## src/shared/fac_regs.vh

```
// Summary of operation
// - only mode codes 01 and 10 ever written
// - programming-mode flash writes are half-words only
// - no flash writes while ROM mode selected (the S_RST reset write after a hang is issued in ROM mode too)
// - programming mode: no fetches, interrupts held off
// - mode changes issued from logic outside flash
// - dummy readback after each config register write
// - dummy flash read after each embedded command
// - read-wait 00 only at 60 MHz or below
// - first status read after command is discarded
// - slow-down codes 000,001,011,101,111 add 0,1,3,5,7
// - no low-power entry while programming mode selected
// - low-power only after embedded operation finished
// - block watchdog resets during program or erase
`ifndef FAC_REGS_VH
`define FAC_REGS_VH

// wishbone map of the controller (byte addresses)
`define FAC_WB_CMD 8'h00
`define FAC_WB_ARG 8'h04
`define FAC_WB_ADDR 8'h08
`define FAC_WB_STAT 8'h0c
`define FAC_WB_RDAT 8'h10

// device register space indices
`define FAC_DEV_ASZ 20'h00000
`define FAC_DEV_RWT 20'h00004
`define FAC_DEV_STR 20'h00008
`define FAC_DEV_SDN 20'h0000c

`define FAC_ASZ_ROM 2'b10
`define FAC_ASZ_PROG 2'b01
`define FAC_ASZ_RST 2'b10
`define FAC_RWT_RST 2'b10
`define FAC_SDN_RST 3'b000
`define FAC_HSIZE_HALF 2'b01
`define FAC_HSIZE_WORD 2'b10
`define FAC_STR_HANG 1
`define FAC_STR_RDY 0

// command codes in the cmd register
`define FAC_OP_CLR 3'h0
`define FAC_OP_MODE 3'h1
`define FAC_OP_RWAIT 3'h2
`define FAC_OP_SDOWN 3'h3
`define FAC_OP_FWRITE 3'h4
`define FAC_OP_FREAD 3'h5
`define FAC_OP_STATUS 3'h6
`define FAC_OP_FRESET 3'h7

`define FAC_RESET_CMD 16'h00f0
`define FAC_RWT0_MAX_MHZ 60
`define FAC_CPU_MHZ 40
`define FAC_CLK_NS 25
`define FAC_POLL_NS 1000
`define FAC_POLL_CYC ((`FAC_POLL_NS + `FAC_CLK_NS - 1) / `FAC_CLK_NS)
`define FAC_MAX_POLLS 16'd4000

`endif

```

## src/design/fac_dev_master.v

```verilog
`timescale 1ns/100ps
`default_nettype none
`include "fac_regs.vh"
module fac_dev_master (
  input wire ref_clk, // clock
  input wire srst, // sync reset
  input wire start, // one-cycle access request
  input wire reg_sel, // 1 register space, 0 flash array
  input wire we, // write access
  input wire [19:0] addr, // access address
  input wire [1:0] hsize, // access size
  input wire [31:0] wdata, // write data
  output wire busy, // access in flight
  output reg done, // one-cycle completion pulse
  output reg [31:0] rdata, // captured read data
  output reg dev_req, // request to device
  output reg dev_reg, // register space select
  output reg dev_we, // write strobe
  output reg [19:0] dev_addr, // address
  output reg [1:0] dev_hsize, // size
  output reg [31:0] dev_wdata, // write data
  input wire [31:0] dev_rdata, // read data
  input wire dev_ack // access complete
);
  assign busy = dev_req;

  // request held stable until the device acknowledges
  always @(posedge ref_clk) begin
    if (srst) begin
      dev_req <= 1'b0;
      dev_reg <= 1'b0;
      dev_we <= 1'b0;
      dev_addr <= 20'h00000;
      dev_hsize <= `FAC_HSIZE_WORD;
      dev_wdata <= 32'h00000000;
      done <= 1'b0;
      rdata <= 32'h00000000;
    end else begin
      done <= 1'b0;
      if (dev_req) begin
        if (dev_ack) begin
          dev_req <= 1'b0;
          dev_we <= 1'b0;
          done <= 1'b1;
          rdata <= dev_rdata;
        end
      end else if (start) begin
        dev_req <= 1'b1;
        dev_reg <= reg_sel;
        dev_we <= we;
        dev_addr <= addr;
        dev_hsize <= hsize;
        dev_wdata <= wdata;
      end
    end
  end
endmodule
`default_nettype wire

```

## src/design/fac_poll_timer.v

```verilog
`timescale 1ns/100ps
`default_nettype none
module fac_poll_timer #(
  parameter WAIT = 40,
  parameter W = 16
) (
  input wire ref_clk, // clock
  input wire srst, // sync reset
  input wire start, // begin interval
  output reg expire // one-cycle pulse at interval end
);
  localparam [W-1:0] LOAD = WAIT - 1;
  reg [W-1:0] cnt_r;
  reg run_r;

  always @(posedge ref_clk) begin
    if (srst) begin
      cnt_r <= {W{1'b0}};
      run_r <= 1'b0;
      expire <= 1'b0;
    end else begin
      expire <= 1'b0;
      if (start) begin
        cnt_r <= LOAD;
        run_r <= 1'b1;
      end else if (run_r) begin
        if (cnt_r == {W{1'b0}}) begin
          run_r <= 1'b0;
          expire <= 1'b1;
        end else begin
          cnt_r <= cnt_r - 1'b1;
        end
      end
    end
  end
endmodule
`default_nettype wire

```

## src/design/fac_host.v

```verilog
// Our own choices: the placing of the registers and the Wishbone slave port.
`timescale 1ns/100ps
`default_nettype none
`include "fac_regs.vh"
module fac_host #(
  parameter CPU_MHZ = `FAC_CPU_MHZ,
  parameter POLL_CYC = `FAC_POLL_CYC,
  parameter [15:0] MAX_POLLS = `FAC_MAX_POLLS,
  parameter [15:0] RESET_CMD = `FAC_RESET_CMD
) (
  input wire ref_clk, // 40 MHz clock
  input wire srst, // sync reset, active high
  input wire wb_cyc_i, // wishbone cycle
  input wire wb_stb_i, // wishbone strobe
  input wire wb_we_i, // wishbone write
  input wire [7:0] wb_adr_i, // byte address
  input wire [3:0] wb_sel_i, // byte lanes
  input wire [31:0] wb_dat_i, // write data
  output reg [31:0] wb_dat_o, // read data
  output wire wb_ack_o, // acknowledge
  output wire dev_req, // device access request
  output wire dev_reg, // 1 register space, 0 flash array
  output wire dev_we, // write access
  output wire [19:0] dev_addr, // address
  output wire [1:0] dev_hsize, // access size
  output wire [31:0] dev_wdata, // write data
  input wire [31:0] dev_rdata, // read data
  input wire dev_ack, // device access done
  input wire lp_req, // system asks for low power
  output reg lp_grant, // low power allowed
  output reg irq_hold, // keep interrupt sources masked
  output reg fetch_block, // forbid instruction fetch from flash
  output reg wdt_hold // hold off watchdog reset
);
  localparam [8:0] S_IDLE = 9'h001;
  localparam [8:0] S_WR = 9'h002;
  localparam [8:0] S_RB = 9'h004;
  localparam [8:0] S_DUM = 9'h008;
  localparam [8:0] S_RD = 9'h010;
  localparam [8:0] S_ST1 = 9'h020;
  localparam [8:0] S_ST = 9'h040;
  localparam [8:0] S_WAIT = 9'h080;
  localparam [8:0] S_RST = 9'h100;

  reg [8:0] state_r;
  reg [2:0] op_r;
  reg [15:0] arg_r;
  reg [19:0] addr_r;
  reg [31:0] rdat_r;
  reg [1:0] mode_r;
  reg err_r;
  reg hang_r;
  reg ready_r;
  reg cmd_pend_r;
  reg stale_r;
  reg issued_r;
  reg ack_r;
  reg [15:0] polls_r;
  reg [19:0] acc_addr;
  reg [31:0] acc_wdata;
  reg acc_reg;
  reg acc_we;
  reg [1:0] acc_hsize;
  reg acc_state;
  wire mst_busy;
  wire mst_done;
  wire [31:0] mst_rdata;
  wire tmr_exp;
  wire tmr_start;
  wire wr_hit;
  wire cmd_wr;
  wire [2:0] new_op;

  // legal slow-down codes: 000 or any odd code
  function sdn_ok;
    input [2:0] c;
    begin
      sdn_ok = (c == 3'b000) || c[0];
    end
  endfunction

  function op_ok;
    input [2:0] o;
    input [15:0] a;
    input [1:0] m;
    input rdy;
    begin
      case (o)
        `FAC_OP_MODE: op_ok = (a[1:0] == `FAC_ASZ_PROG) ||
          (a[1:0] == `FAC_ASZ_ROM);
        `FAC_OP_RWAIT: op_ok = (a[1:0] == `FAC_RWT_RST) ||
          (a[1:0] == 2'b00 && CPU_MHZ <= `FAC_RWT0_MAX_MHZ);
        `FAC_OP_SDOWN: op_ok = sdn_ok(a[2:0]);
        `FAC_OP_FWRITE: op_ok = (m == `FAC_ASZ_PROG) && rdy;
        `FAC_OP_FRESET: op_ok = (m == `FAC_ASZ_PROG);
        default: op_ok = 1'b1;
      endcase
    end
  endfunction

  assign wb_ack_o = ack_r;
  // write takes effect at the edge where the master sees ack high
  assign wr_hit = wb_cyc_i & wb_stb_i & wb_we_i & ack_r;
  assign cmd_wr = wr_hit && wb_adr_i == `FAC_WB_CMD && wb_sel_i[0];
  assign new_op = wb_dat_i[2:0];

  always @(posedge ref_clk) begin
    if (srst) begin
      ack_r <= 1'b0;
      wb_dat_o <= 32'h00000000;
    end else begin
      ack_r <= wb_cyc_i & wb_stb_i & ~ack_r;
      if (wb_cyc_i & wb_stb_i & ~ack_r) begin
        if (wb_adr_i == `FAC_WB_CMD) begin
          wb_dat_o <= {29'h0000000, op_r};
        end else if (wb_adr_i == `FAC_WB_ARG) begin
          wb_dat_o <= {16'h0000, arg_r};
        end else if (wb_adr_i == `FAC_WB_ADDR) begin
          wb_dat_o <= {12'h000, addr_r};
        end else if (wb_adr_i == `FAC_WB_STAT) begin
          wb_dat_o <= {21'h000000, lp_grant, irq_hold, wdt_hold, stale_r,
            cmd_pend_r, mode_r, hang_r, ready_r, err_r, ~state_r[0]};
        end else if (wb_adr_i == `FAC_WB_RDAT) begin
          wb_dat_o <= rdat_r;
        end else begin
          wb_dat_o <= 32'h00000000;
        end
      end
    end
  end

  // per-state device access
  always @* begin
    acc_state = 1'b1;
    acc_reg = 1'b1;
    acc_we = 1'b0;
    acc_addr = `FAC_DEV_STR;
    acc_hsize = `FAC_HSIZE_WORD;
    acc_wdata = 32'h00000000;
    case (state_r)
      S_WR: begin
        acc_we = 1'b1;
        case (op_r)
          `FAC_OP_MODE: begin
            acc_addr = `FAC_DEV_ASZ;
            acc_wdata = {30'h00000000, arg_r[1:0]};
          end
          `FAC_OP_RWAIT: begin
            acc_addr = `FAC_DEV_RWT;
            // low bit is fixed inside the device
            acc_wdata = {30'h00000000, arg_r[1], 1'b0};
          end
          `FAC_OP_SDOWN: begin
            acc_addr = `FAC_DEV_SDN;
            acc_wdata = {29'h00000000, arg_r[2:0]};
          end
          default: begin
            acc_reg = 1'b0;
            acc_addr = addr_r;
            acc_hsize = `FAC_HSIZE_HALF;
            acc_wdata = {16'h0000, arg_r};
          end
        endcase
      end
      S_RB: begin
        case (op_r)
          `FAC_OP_MODE: acc_addr = `FAC_DEV_ASZ;
          `FAC_OP_RWAIT: acc_addr = `FAC_DEV_RWT;
          default: acc_addr = `FAC_DEV_SDN;
        endcase
      end
      S_DUM, S_RD: begin
        acc_reg = 1'b0;
        acc_addr = addr_r;
      end
      S_ST1, S_ST: acc_addr = `FAC_DEV_STR;
      S_RST: begin
        acc_reg = 1'b0;
        acc_we = 1'b1;
        acc_addr = addr_r;
        acc_hsize = `FAC_HSIZE_HALF;
        acc_wdata = {16'h0000, RESET_CMD};
      end
      default: acc_state = 1'b0;
    endcase
  end

  assign tmr_start = (state_r == S_ST) && mst_done &&
    !mst_rdata[`FAC_STR_HANG] && !mst_rdata[`FAC_STR_RDY];

  always @(posedge ref_clk) begin
    if (srst) begin
      state_r <= S_IDLE;
      op_r <= `FAC_OP_CLR;
      arg_r <= 16'h0000;
      addr_r <= 20'h00000;
      rdat_r <= 32'h00000000;
      mode_r <= `FAC_ASZ_RST;
      err_r <= 1'b0;
      hang_r <= 1'b0;
      ready_r <= 1'b1;
      cmd_pend_r <= 1'b0;
      stale_r <= 1'b0;
      issued_r <= 1'b0;
      polls_r <= 16'h0000;
    end else begin
      if (wr_hit && wb_adr_i == `FAC_WB_ARG) begin
        arg_r <= wb_dat_i[15:0];
      end
      if (wr_hit && wb_adr_i == `FAC_WB_ADDR) begin
        addr_r <= wb_dat_i[19:0];
      end
      if (acc_state && !issued_r && !mst_busy) begin
        issued_r <= 1'b1;
      end
      if (mst_done) begin
        issued_r <= 1'b0;
      end
      case (state_r)
        S_IDLE: begin
          if (cmd_wr) begin
            op_r <= new_op;
            polls_r <= 16'h0000;
            if (new_op == `FAC_OP_CLR) begin
              err_r <= 1'b0;
            end else if (!op_ok(new_op, arg_r, mode_r, ready_r)) begin
              err_r <= 1'b1;
            end else if (new_op == `FAC_OP_FREAD) begin
              state_r <= cmd_pend_r ? S_DUM : S_RD;
            end else if (new_op == `FAC_OP_STATUS) begin
              state_r <= stale_r ? S_ST1 : S_ST;
            end else if (new_op == `FAC_OP_FRESET) begin
              state_r <= S_RST;
            end else begin
              state_r <= S_WR;
            end
          end
        end
        S_WR: begin
          if (mst_done) begin
            if (op_r == `FAC_OP_FWRITE) begin
              // command written: device now busy, next reads unreliable
              cmd_pend_r <= 1'b1;
              stale_r <= 1'b1;
              ready_r <= 1'b0;
              state_r <= S_IDLE;
            end else begin
              state_r <= S_RB;
            end
          end
        end
        S_RB: begin
          if (mst_done) begin
            if (op_r == `FAC_OP_MODE) begin
              mode_r <= arg_r[1:0];
            end
            rdat_r <= mst_rdata;
            state_r <= S_IDLE;
          end
        end
        S_DUM: begin
          if (mst_done) begin
            cmd_pend_r <= 1'b0;
            state_r <= S_RD;
          end
        end
        S_RD: begin
          if (mst_done) begin
            rdat_r <= mst_rdata;
            state_r <= S_IDLE;
          end
        end
        S_ST1: begin
          if (mst_done) begin
            stale_r <= 1'b0;
            state_r <= S_ST;
          end
        end
        S_ST: begin
          if (mst_done) begin
            // bits 7:2 are undefined and never looked at
            rdat_r <= {30'h00000000, mst_rdata[1:0]};
            hang_r <= mst_rdata[`FAC_STR_HANG];
            ready_r <= mst_rdata[`FAC_STR_RDY];
            polls_r <= polls_r + 16'h0001;
            if (mst_rdata[`FAC_STR_HANG]) begin
              state_r <= S_RST;
            end else if (mst_rdata[`FAC_STR_RDY]) begin
              state_r <= S_IDLE;
            end else if (polls_r == MAX_POLLS) begin
              err_r <= 1'b1;
              state_r <= S_IDLE;
            end else begin
              state_r <= S_WAIT;
            end
          end
        end
        S_WAIT: begin
          if (tmr_exp) begin
            state_r <= S_ST;
          end
        end
        S_RST: begin
          if (mst_done) begin
            cmd_pend_r <= 1'b1;
            stale_r <= 1'b1;
            state_r <= S_IDLE;
          end
        end
        default: state_r <= S_IDLE;
      endcase
    end
  end

  // system-side guards around programming
  always @(posedge ref_clk) begin
    if (srst) begin
      lp_grant <= 1'b0;
      irq_hold <= 1'b0;
      fetch_block <= 1'b0;
      wdt_hold <= 1'b0;
    end else begin
      irq_hold <= (mode_r == `FAC_ASZ_PROG);
      fetch_block <= (mode_r == `FAC_ASZ_PROG);
      wdt_hold <= (mode_r == `FAC_ASZ_PROG) || !ready_r;
      lp_grant <= lp_req && (mode_r == `FAC_ASZ_ROM) &&
        ready_r && state_r[0];
    end
  end

  // this controller is fabric logic, so mode writes never come from flash
  fac_dev_master u_mst (
    .ref_clk(ref_clk),
    .srst(srst),
    .start(acc_state && !issued_r && !mst_busy),
    .reg_sel(acc_reg),
    .we(acc_we),
    .addr(acc_addr),
    .hsize(acc_hsize),
    .wdata(acc_wdata),
    .busy(mst_busy),
    .done(mst_done),
    .rdata(mst_rdata),
    .dev_req(dev_req),
    .dev_reg(dev_reg),
    .dev_we(dev_we),
    .dev_addr(dev_addr),
    .dev_hsize(dev_hsize),
    .dev_wdata(dev_wdata),
    .dev_rdata(dev_rdata),
    .dev_ack(dev_ack)
  );

  fac_poll_timer #(
    .WAIT(POLL_CYC),
    .W(16)
  ) u_tmr (
    .ref_clk(ref_clk),
    .srst(srst),
    .start(tmr_start),
    .expire(tmr_exp)
  );
endmodule
`default_nettype wire

```

## config.mk

```make
export PLATFORM = sky130hd
export DESIGN_NAME = fac_host
export DESIGN_NICKNAME = d
export VERILOG_FILES = /design/src/design/fac_dev_master.v /design/src/design/fac_poll_timer.v /design/src/design/fac_host.v
export VERILOG_INCLUDE_DIRS = /design/src /design/src/shared
export SDC_FILE = /design/constraint.sdc
export NUM_CORES = 1
export LEC_CHECK = 0
export ABC_AREA = 0
export BUFFER_PORTS_ARGS = -buffer_cell sky130_fd_sc_hd__buf_4
export CAP_MARGIN = 30
export CORE_ASPECT_RATIO = 1.25
export CORE_MARGIN = 10
export CORE_UTILIZATION = 60
export DETAILED_ROUTE_END_ITERATION = 7
export PLACE_DENSITY = 0.85
export SYNTH_ARGS = -nofsm -noshare
export SYNTH_HDL_FRONTEND = slang
export SYNTH_SLANG_ARGS = --single-unit
```

## constraint.sdc

```tcl
create_clock -name ref_clk -period 5.2 [get_ports ref_clk]
set_input_delay 0.26 -clock ref_clk [delete_from_list [all_inputs] [get_ports ref_clk]]
set_output_delay 0.26 -clock ref_clk [all_outputs]
set_load 0.1 [all_outputs]
```

==> results of run 1 <==
## layout by cell type, fill, tap and decap left out, types with 10 or more instances in the layout
cell / instances
nor2_1: 109
nor3_1: 19
o211ai_1: 10
nand2_1: 174
conb_1: 16
nor4_1: 15
clkbuf_16: 23
dlygate4sd3_1: 46
a22o_1: 32
xnor2_1: 25
o21ai_0: 54
a22oi_1: 23
a21oi_1: 120
buf_4: 153
mux2i_1: 15
nand2b_1: 14
nand3_1: 70
dfxtp_1: 232
inv_1: 12
nand4_1: 16
## stage by stage
stage          cell area (um2)  setup slack, ns  power, mW  cells
6_report                 12000             1.65       4.15   1542
5_1_grt                  12000             1.51       4.27   1541
4_1_cts                  12000             1.74       4.14   1540
3_5_place_dp             10800             1.77       2.52   1453
3_3_place_gp             10800             1.79       2.51   1448
2_1_floorplan             9830             2.68       2.36   1181
## report_power, final
group / internal (mW) / leakage [nW] / switching [mW]
registers: 1.82 / 1.87 / 0.0555
clock network: 0.933 / 0.355 / 0.697
logic: 0.190 / 2.28 / 0.459
total: 2.94 / 4.50 / 1.21
## logic make-up (layout without fill, tap and decap cells)
group | after synthesis | after routing
fa+ha+maj | 3 | 3
other cells | 1 | 18
compound gates | 287 | 287
mux | 15 | 15
buf+inv | 113 | 256
xor+xnor | 31 | 31
flops | 232 | 232
simple gates | 484 | 484
## worst min path at each step
stage	cells past startpoint	from	slack [ns]	endpoint
floorplan	1	dev_rdata[0]	0.39	u_mst.rdata[0]$_SDFFE_PP0P_
global placement	2	wb_dat_o[6]$_SDFFE_PP0P_	0.43	wb_dat_o[6]$_SDFFE_PP0P_
detailed placement	2	wb_dat_o[3]$_SDFFE_PP0P_	0.44	wb_dat_o[3]$_SDFFE_PP0P_
CTS	3	wb_dat_i[7]	0.0006	arg_r[7]$_SDFFE_PP0P_
global route	3	wb_dat_i[4]	0.02	addr_r[4]$_SDFFE_PP0P_
finish	3	wb_dat_i[4]	0.008	addr_r[4]$_SDFFE_PP0P_
## per-layer routing
layer	part of all wire (%)	up-vias	track usage [%]
met2	49	478	43.1
met4	4.5	0	11.8
li1	-	4376	-
met5	0	-	0
met3	9.4	107	5.46
met1	37	4427	30.4
## timing repair
| action | 4_1_cts | 5_1_grt |
|---|---|---|
| buffers inserted | 0 | 0 |
| hold buffers | 46 | 0 |
| setup endpoints to repair | 0 | 0 |
| hold endpoints to repair | 52 | 0 |
## final cells by class
class / instances / area [um2]
Sequential cell: 232 / 4640
Clock buffer: 36 / 664
Clock inverter: 5 / 67.6
Tap cell: 216 / 270
Timing Repair Buffer: 203 / 1680
Antenna cell: 2 / 5.00
Multi-Input combinational cell: 836 / 4660
Inverter: 12 / 45.0
Fill cell: 1129 / 4040
## worst reg2reg max path: stages (launching register included)
cell and delay (ns):
dfxtp_1 0.45, nor3_2 0.49, nand3_2 0.73, o211a_2 0.46, nor3_2 0.69, buf_4 0.33, and3_1 0.17, o21ai_0 0.06
==> impl_metrics.ini, run 1 <==
[critical_path]
crit_buf_inv = 1
required_ns = 5.56
slowest_delay_ns = 0.73
cp.arrival_ns = 3.91
startpoint = state_r[0]$_SDFFE_PP1P_
crit_type = register to register
r2r-start = state_r[0]$_SDFFE_PP1P_
worstReg2RegEnd = u_mst.dev_hsize[1]$_SDFFE_PP1P_
crit_family = simple AND/OR/NAND/NOR gates
path_max_fanout = 36
crit_top_cell = nor3_2
r2r_slack_ns = 1.65
startpoint_type = register
cp.depth = 7
endpoint_kind = register
crit_end = u_mst.dev_hsize[1]$_SDFFE_PP1P_
path_cells = nor3_2 > nand3_2 > o211a_2 > nor3_2 > buf_4 > and3_1 > o21ai_0
rr_worst_depth = 7
cp_slowest_cell = nand3_2

[yosys]
yosys.area_share.simple_pct = 23.9
synth_cell_type_count = 66
yosysSeqAreaShare_pct = 47.5
synth_adder_area_share_pct = 0.384
yosys.area.top_type = dfxtp_1
synth-seq-cells = 232
synth_cells = 1166
syn_area_um2 = 9780
synth_edf_count = 0
synth_area_leaders = dfxtp_1 47%, nand2_1 6.7%, a21oi_1 6.2%, nor2_1 4.2%, nand3_1 3.6%
synth-main-ff-cell = dfxtp_1
synthXorXnorAreaFrac_pct = 2.78
synth_top_area_share_pct = 47.5
synth_top_family_by_area = simple AND/OR/NAND/NOR gates
ys_top_cells_by_count = 232 x dfxtp_1, 174 x nand2_1, 121 x a21oi_1
yosysWarnings = 0
synth_compound_gate_area_share_pct = 18.4
yosysMostFrequentCell = dfxtp_1
synth_area_per_cell_um2 = 8.39
async_reset_ff_share_pct = 0
yosys-mux-area-fraction_pct = 1.54

[routing]
vias = 9388
routed_wl_mm = 29.6
dr.pass1.iters = 6
wl_per_cell_um = 19.2
viasPerCell = 6.09
drtAntennaViolNets = 0
dr.first_iter.drc_count = 968
drc = 0

[layout]
nNetsFinal = 1394
reg_top3 = rdat_r: 32 flops, u_mst.rdata: 32 flops, wb_dat_o: 32 flops
syn2layout_area_growth_pct = 23.1
drive_gt1_share_pct = 16.0
fin_util_pct = 74.9

[hold_path]
hold_path.class = input pin to register

[job]
cap_violations = 0

[floorplan]
rows = 52
die_area_um2 = 21800
ios = 177
initial_core_util_pct = 60.8
core_area_um2 = 16100
die_height_um = 163
die_x_um = 134

[timing]
hold_viol = 0
clock-skew-final_ns = 0.0185
fin_crit_sh_pct = 68.2
rsz0062_at_grt = false
setup_viol = 0
maxSlewViolCount = 0
fin_crit_ns = 3.55
maxSlewHeadroom_pct = 27.2
clock.fmax_ghz = 0.282
hold_ws_ns = 0.00830
fin_tns_setup_ns = 0
tightest_slew_ns = 1.09

[power_and_ir_drop]
powerDensity_nw_per_um2 = 345
peakVddDrop_mv = 0.240
p_leak_nw = 4.50

[clock_tree]
cts_buffer_depth = 3
cts_htree_levels = 1
cts_tree = built
root_buffer = clkbuf_16
insertion_delay_ns = 0.53
clkSlewWorstSetupHoldPaths_ns = 0.06
cts_made_buffers = 23
clock-sinks = 232
cts-resized-gates = 0

[run_status]
outcome = completed

[global_routing]
grt_pass1_wl_mm = 46.5
track_usage_pct = 25.6
grt_pass1_vias = 9049
gr-total-overflow = 0
grt_start_max_net_pins = 79
antenna_found_initial = 2

[placement]
hpwl_mm = 19.4
port_buffers = 145
place_congestion = 0.938
No activity file was read; power rests on OpenSTA's default activity.
==> run 2, diff against run 1 <==
--- a/config.mk
+++ b/config.mk
@@ -11,9 +11,9 @@
 export CAP_MARGIN = 30
 export CORE_ASPECT_RATIO = 1.25
 export CORE_MARGIN = 10
-export CORE_UTILIZATION = 60
+export CORE_UTILIZATION = 56
 export DETAILED_ROUTE_END_ITERATION = 7
-export PLACE_DENSITY = 0.85
+export PLACE_DENSITY = 0.8
 export SYNTH_ARGS = -nofsm -noshare
 export SYNTH_HDL_FRONTEND = slang
 export SYNTH_SLANG_ARGS = --single-unit
==> constraint.sdc (replaced) <==
create_clock -name ref_clk -period 3.4 [get_ports ref_clk]
set_input_delay 0.17 -clock ref_clk [delete_from_list [all_inputs] [get_ports ref_clk]]
set_output_delay 0.17 -clock ref_clk [all_outputs]
set_load 0.1 [all_outputs]
==> impl_metrics.ini, run 2 (synthesis gave the netlist of run 1 again) <==
[timing]
setup_viol = 0
clock-skew-final_ns = 0.00825
hold_viol = 0
fin_tns_setup_ns = 0
tightest_slew_ns = 0.847
maxSlewHeadroom_pct = 43.5
rsz0062_at_grt = false
clock.fmax_ghz = 0.384
fin_crit_sh_pct = 76.7
maxSlewViolCount = 0
fin_crit_ns = 2.61

[floorplan]
core_area_um2 = 17000
rows = 53
ios = 177
die_x_um = 138
die_height_um = 168
die_area_um2 = 23200
initial_core_util_pct = 57.6

[critical_path]
path_max_fanout = 15
rr_worst_depth = 6
startpoint_type = register
crit_type = register to register
r2r_slack_ns = 0.79
endpoint_kind = register
required_ns = 3.82
cp.arrival_ns = 3.03

[placement]
place_congestion = 0.885
port_buffers = 145
hpwl_mm = 19.6
placedCellCount = 1466

[routing]
wl_per_cell_um = 18.7
vias = 9290
drtAntennaViolNets = 0
drc = 1
dr.first_iter.drc_count = 1003
viasPerCell = 5.94
dr.pass1.iters = 8
routed_wl_mm = 29.3

[clock_tree]
cts-resized-gates = 0
cts_tree = built
clock-sinks = 232
root_buffer = clkbuf_16
cts_buffer_depth = 3
insertion_delay_ns = 0.51
clkSlewWorstSetupHoldPaths_ns = 0.06
cts_htree_levels = 1
cts_made_buffers = 24

[layout]
final_cell_mix = 232 x dfxtp_1, 174 x nand2_1, 165 x buf_4
reg_top3 = rdat_r: 32 flops, u_mst.rdata: 32 flops, wb_dat_o: 32 flops
drive_gt1_share_pct = 16.9
mostFrequentLayoutCell = dfxtp_1
nNetsFinal = 1412
layoutNonFillerInstCount = 1564
syn2layout_area_growth_pct = 25.2
fin_util_pct = 72.1

[power_and_ir_drop]
powerDensity_nw_per_um2 = 537
peakVddDrop_mv = 0.489
p_leak_nw = 4.62

[global_routing]
track_usage_pct = 23.6
gr-total-overflow = 0
antenna_found_initial = 0
grt_start_max_net_pins = 79
grt_pass1_wl_mm = 46.7
grt_pass1_vias = 8909

[run_status]
outcome = finished, violations left
violations = design-rule violations

[hold_path]
holdPathStages = 3
hold_path.class = input pin to register

[job]
cap_violations = 0
## run 2: final timing paths
path | startpoint | end
setup / recovery | state_r[8]$_SDFFE_PP0P_ | state_r[3]$_SDFFE_PP0P_
setup reg to reg | state_r[8]$_SDFFE_PP0P_ | state_r[3]$_SDFFE_PP0P_
hold / removal | dev_ack | u_mst.busy$_SDFF_PP0_
hold reg to reg | rdat_r[31]$_SDFFE_PP0P_ | rdat_r[31]$_SDFFE_PP0P_
## run 2: worst max-delay path, stage by stage, from the launching register on
cell,delay [ns]
dfxtp_1,0.71
xor2_1,0.24
a211oi_1,0.40
o211ai_1,0.21
a21boi_1,0.53
nand3_1,0.20
a21oi_1,0.22
## run 2: power by group
part           switching (mW)  internal (mW)  leakage, nW
clock network            1.07           1.63        0.405
registers              0.0908           2.78         1.87
logic                   0.707          0.298         2.35
## run 2: cell type report
type	count	area (um2)
Antenna cell	1	2.50
Clock buffer	35	723
Multi-Input combinational cell	836	4660
Clock inverter	8	100
Fill cell	1273	4740
Inverter	12	45.0
Sequential cell	232	4640
Tap cell	220	275
Timing Repair Buffer	220	1790
## run 2: timing repair
item | 4_1_cts | 5_1_grt
hold buffers | 54 | 0
endpoints found under the hold margin | 79 | 0
setup buffers | 0 | 0
## run 2: per-layer routing
layer / track usage, % / up-vias / part of all wire [%] / routed length, um
li1: - / 4397 / - / -
met1: 27.9 / 4360 / 39 / 11400
met2: 41.3 / 467 / 50 / 14600
met3: 5.40 / 66 / 8.7 / 2540
met4: 7.25 / 0 / 2.7 / 799
met5: 0 / - / 0 / 0
## run 2: metrics by stage
step	total power, mW	hold slack (ns)	instance area (um2)	setup slack [ns]
6_report	6.58	0.0482	12200	0.793
5_1_grt	6.77	0.0531	12200	0.651
4_1_cts	6.58	0.0359	12200	0.890
3_5_place_dp	3.86	0.383	10900	0.846
3_3_place_gp	3.85	0.380	10900	0.916
2_1_floorplan	3.61	0.296	9830	0.881
==> run 3, diff against run 2 <==
--- a/config.mk
+++ b/config.mk
@@ -11,9 +11,9 @@
 export CAP_MARGIN = 30
 export CORE_ASPECT_RATIO = 1.25
 export CORE_MARGIN = 10
-export CORE_UTILIZATION = 56
+export CORE_UTILIZATION = 50
 export DETAILED_ROUTE_END_ITERATION = 7
-export PLACE_DENSITY = 0.8
+export PLACE_DENSITY = 0.76
 export SYNTH_ARGS = -nofsm -noshare
 export SYNTH_HDL_FRONTEND = slang
 export SYNTH_SLANG_ARGS = --single-unit
==> constraint.sdc (replaced) <==
create_clock -name ref_clk -period 2.1 [get_ports ref_clk]
set_input_delay 0.105 -clock ref_clk [delete_from_list [all_inputs] [get_ports ref_clk]]
set_output_delay 0.105 -clock ref_clk [all_outputs]
set_load 0.1 [all_outputs]
==> impl_metrics.ini, run 3 (synthesis gave the netlist of run 1 again) <==
[run_status]
outcome = finished, violations left
violations = negative setup slack

[placement]
port_buffers = 145
place_congestion = 0.927
placedCellCount = 1580
pre_cts_ws_ns = -0.175
hpwl_mm = 20.9

[routing]
viasPerCell = 5.64
drtAntennaViolNets = 0
dr.pass1.iters = 6
routed_wl_mm = 30.4
wl_per_cell_um = 18.1
drc = 0
vias = 9470
dr.first_iter.drc_count = 949

[floorplan]
initial_core_util_pct = 50.6
die_height_um = 176
core_area_um2 = 19300
die_area_um2 = 25600
ios = 177
die_x_um = 145
rows = 57

[layout]
reg_top3 = rdat_r: 32 flops, u_mst.rdata: 32 flops, wb_dat_o: 32 flops
drive_gt1_share_pct = 22.7
final_cell_mix = 232 x buf_4, 226 x dfxtp_1, 173 x nand2_1
fin_util_pct = 67.3
layoutNonFillerInstCount = 1678
nNetsFinal = 1483
syn2layout_area_growth_pct = 33.1
num-fill-cells = 1516
mostFrequentLayoutCell = buf_4

[critical_path]
path_cells = nor4_4 > buf_4 > nand4_4 > o21a_1 > buf_12 > nor4_2 > xnor2_1 > nor2_2
worstReg2RegEnd = polls_r[15]$_SDFFE_PP0P_
crit_end = polls_r[15]$_SDFFE_PP0P_
cp.depth = 8
startpoint = state_r[2]$_SDFFE_PP0P_
cp.arrival_ns = 2.52
crit_type = register to register
crit_family = simple AND/OR/NAND/NOR gates
crit_buf_inv = 2
path_max_fanout = 19
required_ns = 2.50
startpoint_type = register
cp_slowest_cell = dfxtp_2
endpoint_kind = register
slowest_delay_ns = 0.38
r2r-start = state_r[2]$_SDFFE_PP0P_
r2r_slack_ns = -0.02
rr_worst_depth = 8

[timing]
clock.fmax_ghz = 0.472
hold_viol = 0
fin_tns_setup_ns = -0.0174
clock-skew-final_ns = 0.0238
tightest_slew_ns = 0.729
maxSlewHeadroom_pct = 51.3
setup_slack_ns = -0.0174
fin_crit_ns = 2.12
fin_crit_sh_pct = 101
maxSlewViolCount = 0
setup_viol = 1

[clock_tree]
cts_tree = built
clkSlewWorstSetupHoldPaths_ns = 0.07
root_buffer = clkbuf_16
insertion_delay_ns = 0.53
cts_made_buffers = 23
clock-sinks = 232
cts_buffer_depth = 3
cts_htree_levels = 1

[global_routing]
grt_pass1_wl_mm = 47.7
grt_pass1_vias = 9186
gr-total-overflow = 0
grt_start_max_net_pins = 69
antenna_found_initial = 1
track_usage_pct = 22.1

[power_and_ir_drop]
peakVddDrop_mv = 0.583
powerDensity_nw_per_um2 = 833
p_leak_nw = 5.09

[hold_path]
hold_path.class = input pin to register

[job]
cap_violations = 0
==> run 3: cell types whose count changed in the layout (fill, tap and decap cells not counted), sizes merged <==
| cell | before | now |
|---|---|---|
| dlygate4sd3 | 54 | 53 |
| clkinv | 4 | 5 |
| clkbuf | 35 | 31 |
| buf | 166 | 239 |
==> run 3: final cells by class <==
cell class | count | area, um2 | share of cell area [%]
Antenna cell | 1 | 2.50 | 0.0192
Tap cell | 265 | 332 | 2.55
Clock buffer | 31 | 646 | 4.96
Clock inverter | 9 | 113 | 0.865
Timing Repair Buffer | 292 | 2390 | 18.4
Sequential cell | 232 | 4660 | 35.8
Multi-Input combinational cell | 836 | 4830 | 37.1
Inverter | 12 | 45.0 | 0.346
==> run 3: per-layer routing <==
layer	wire (um)	GRT usage (%)
met5	0	0
met4	1000	8.52
met3	2300	4.43
met2	15000	37.8
met1	12100	26.7
==> run 3: how the worst min path moves through the flow <==
| stage | start | end | slack (ns) | cells past startpoint |
|---|---|---|---|---|
| after floorplan | dev_rdata[0] | u_mst.rdata[0]$_SDFFE_PP0P_ | 0.23 | 1 |
| after global placement | dev_rdata[24] | u_mst.rdata[24]$_SDFFE_PP0P_ | 0.32 | 2 |
| after detailed placement | dev_rdata[23] | u_mst.rdata[23]$_SDFFE_PP0P_ | 0.32 | 2 |
| after CTS | wb_stb_i | wb_ack_o$_SDFF_PP0_ | 0.02 | 4 |
| after global routing | dev_ack | u_mst.rdata[28]$_SDFFE_PP0P_ | 0.02 | 3 |
| final | wb_stb_i | wb_ack_o$_SDFF_PP0_ | 0.04 | 4 |
==> run 3: what timing repair did <==
| action | 4_1_cts | 5_1_grt |
|---|---|---|
| endpoints found under the hold margin | 81 | 0 |
| setup endpoints to repair | 37 | 59 |
| hold buffers | 53 | 0 |
| pin swaps | 1 | 7 |
| buffers inserted | 1 | 3 |
| gates resized for setup | 8 | 28 |
==> run 3: report_power, final <==
part           leakage (nW)  internal (mW)  switching (mW)
Clock                 0.375           2.41            1.73
Combinational          2.84          0.779            1.32
Sequential             1.87           4.50          0.0928
==> run 3: worst reg2reg max path: stages, from the launching register on <==
cell and delay, ns:
dfxtp_2 0.38, nor4_4 0.27, buf_4 0.19, nand4_4 0.13, o21a_1 0.24, buf_12 0.17
nor4_2 0.33, xnor2_1 0.22, nor2_2 0.07
==> run 3: through the flow <==
| step | hold slack, ns | power (mW) | cell area [um2] |
|---|---|---|---|
| 4_1_cts | 0.0157 | 10.8 | 12800 |
| 3_5_place_dp | 0.319 | 6.59 | 11500 |
| 2_1_floorplan | 0.231 | 5.85 | 9840 |
| 6_report | 0.0353 | 10.8 | 13000 |
| 5_1_grt | 0.0222 | 11.2 | 13000 |
| 3_3_place_gp | 0.315 | 6.60 | 11500 |
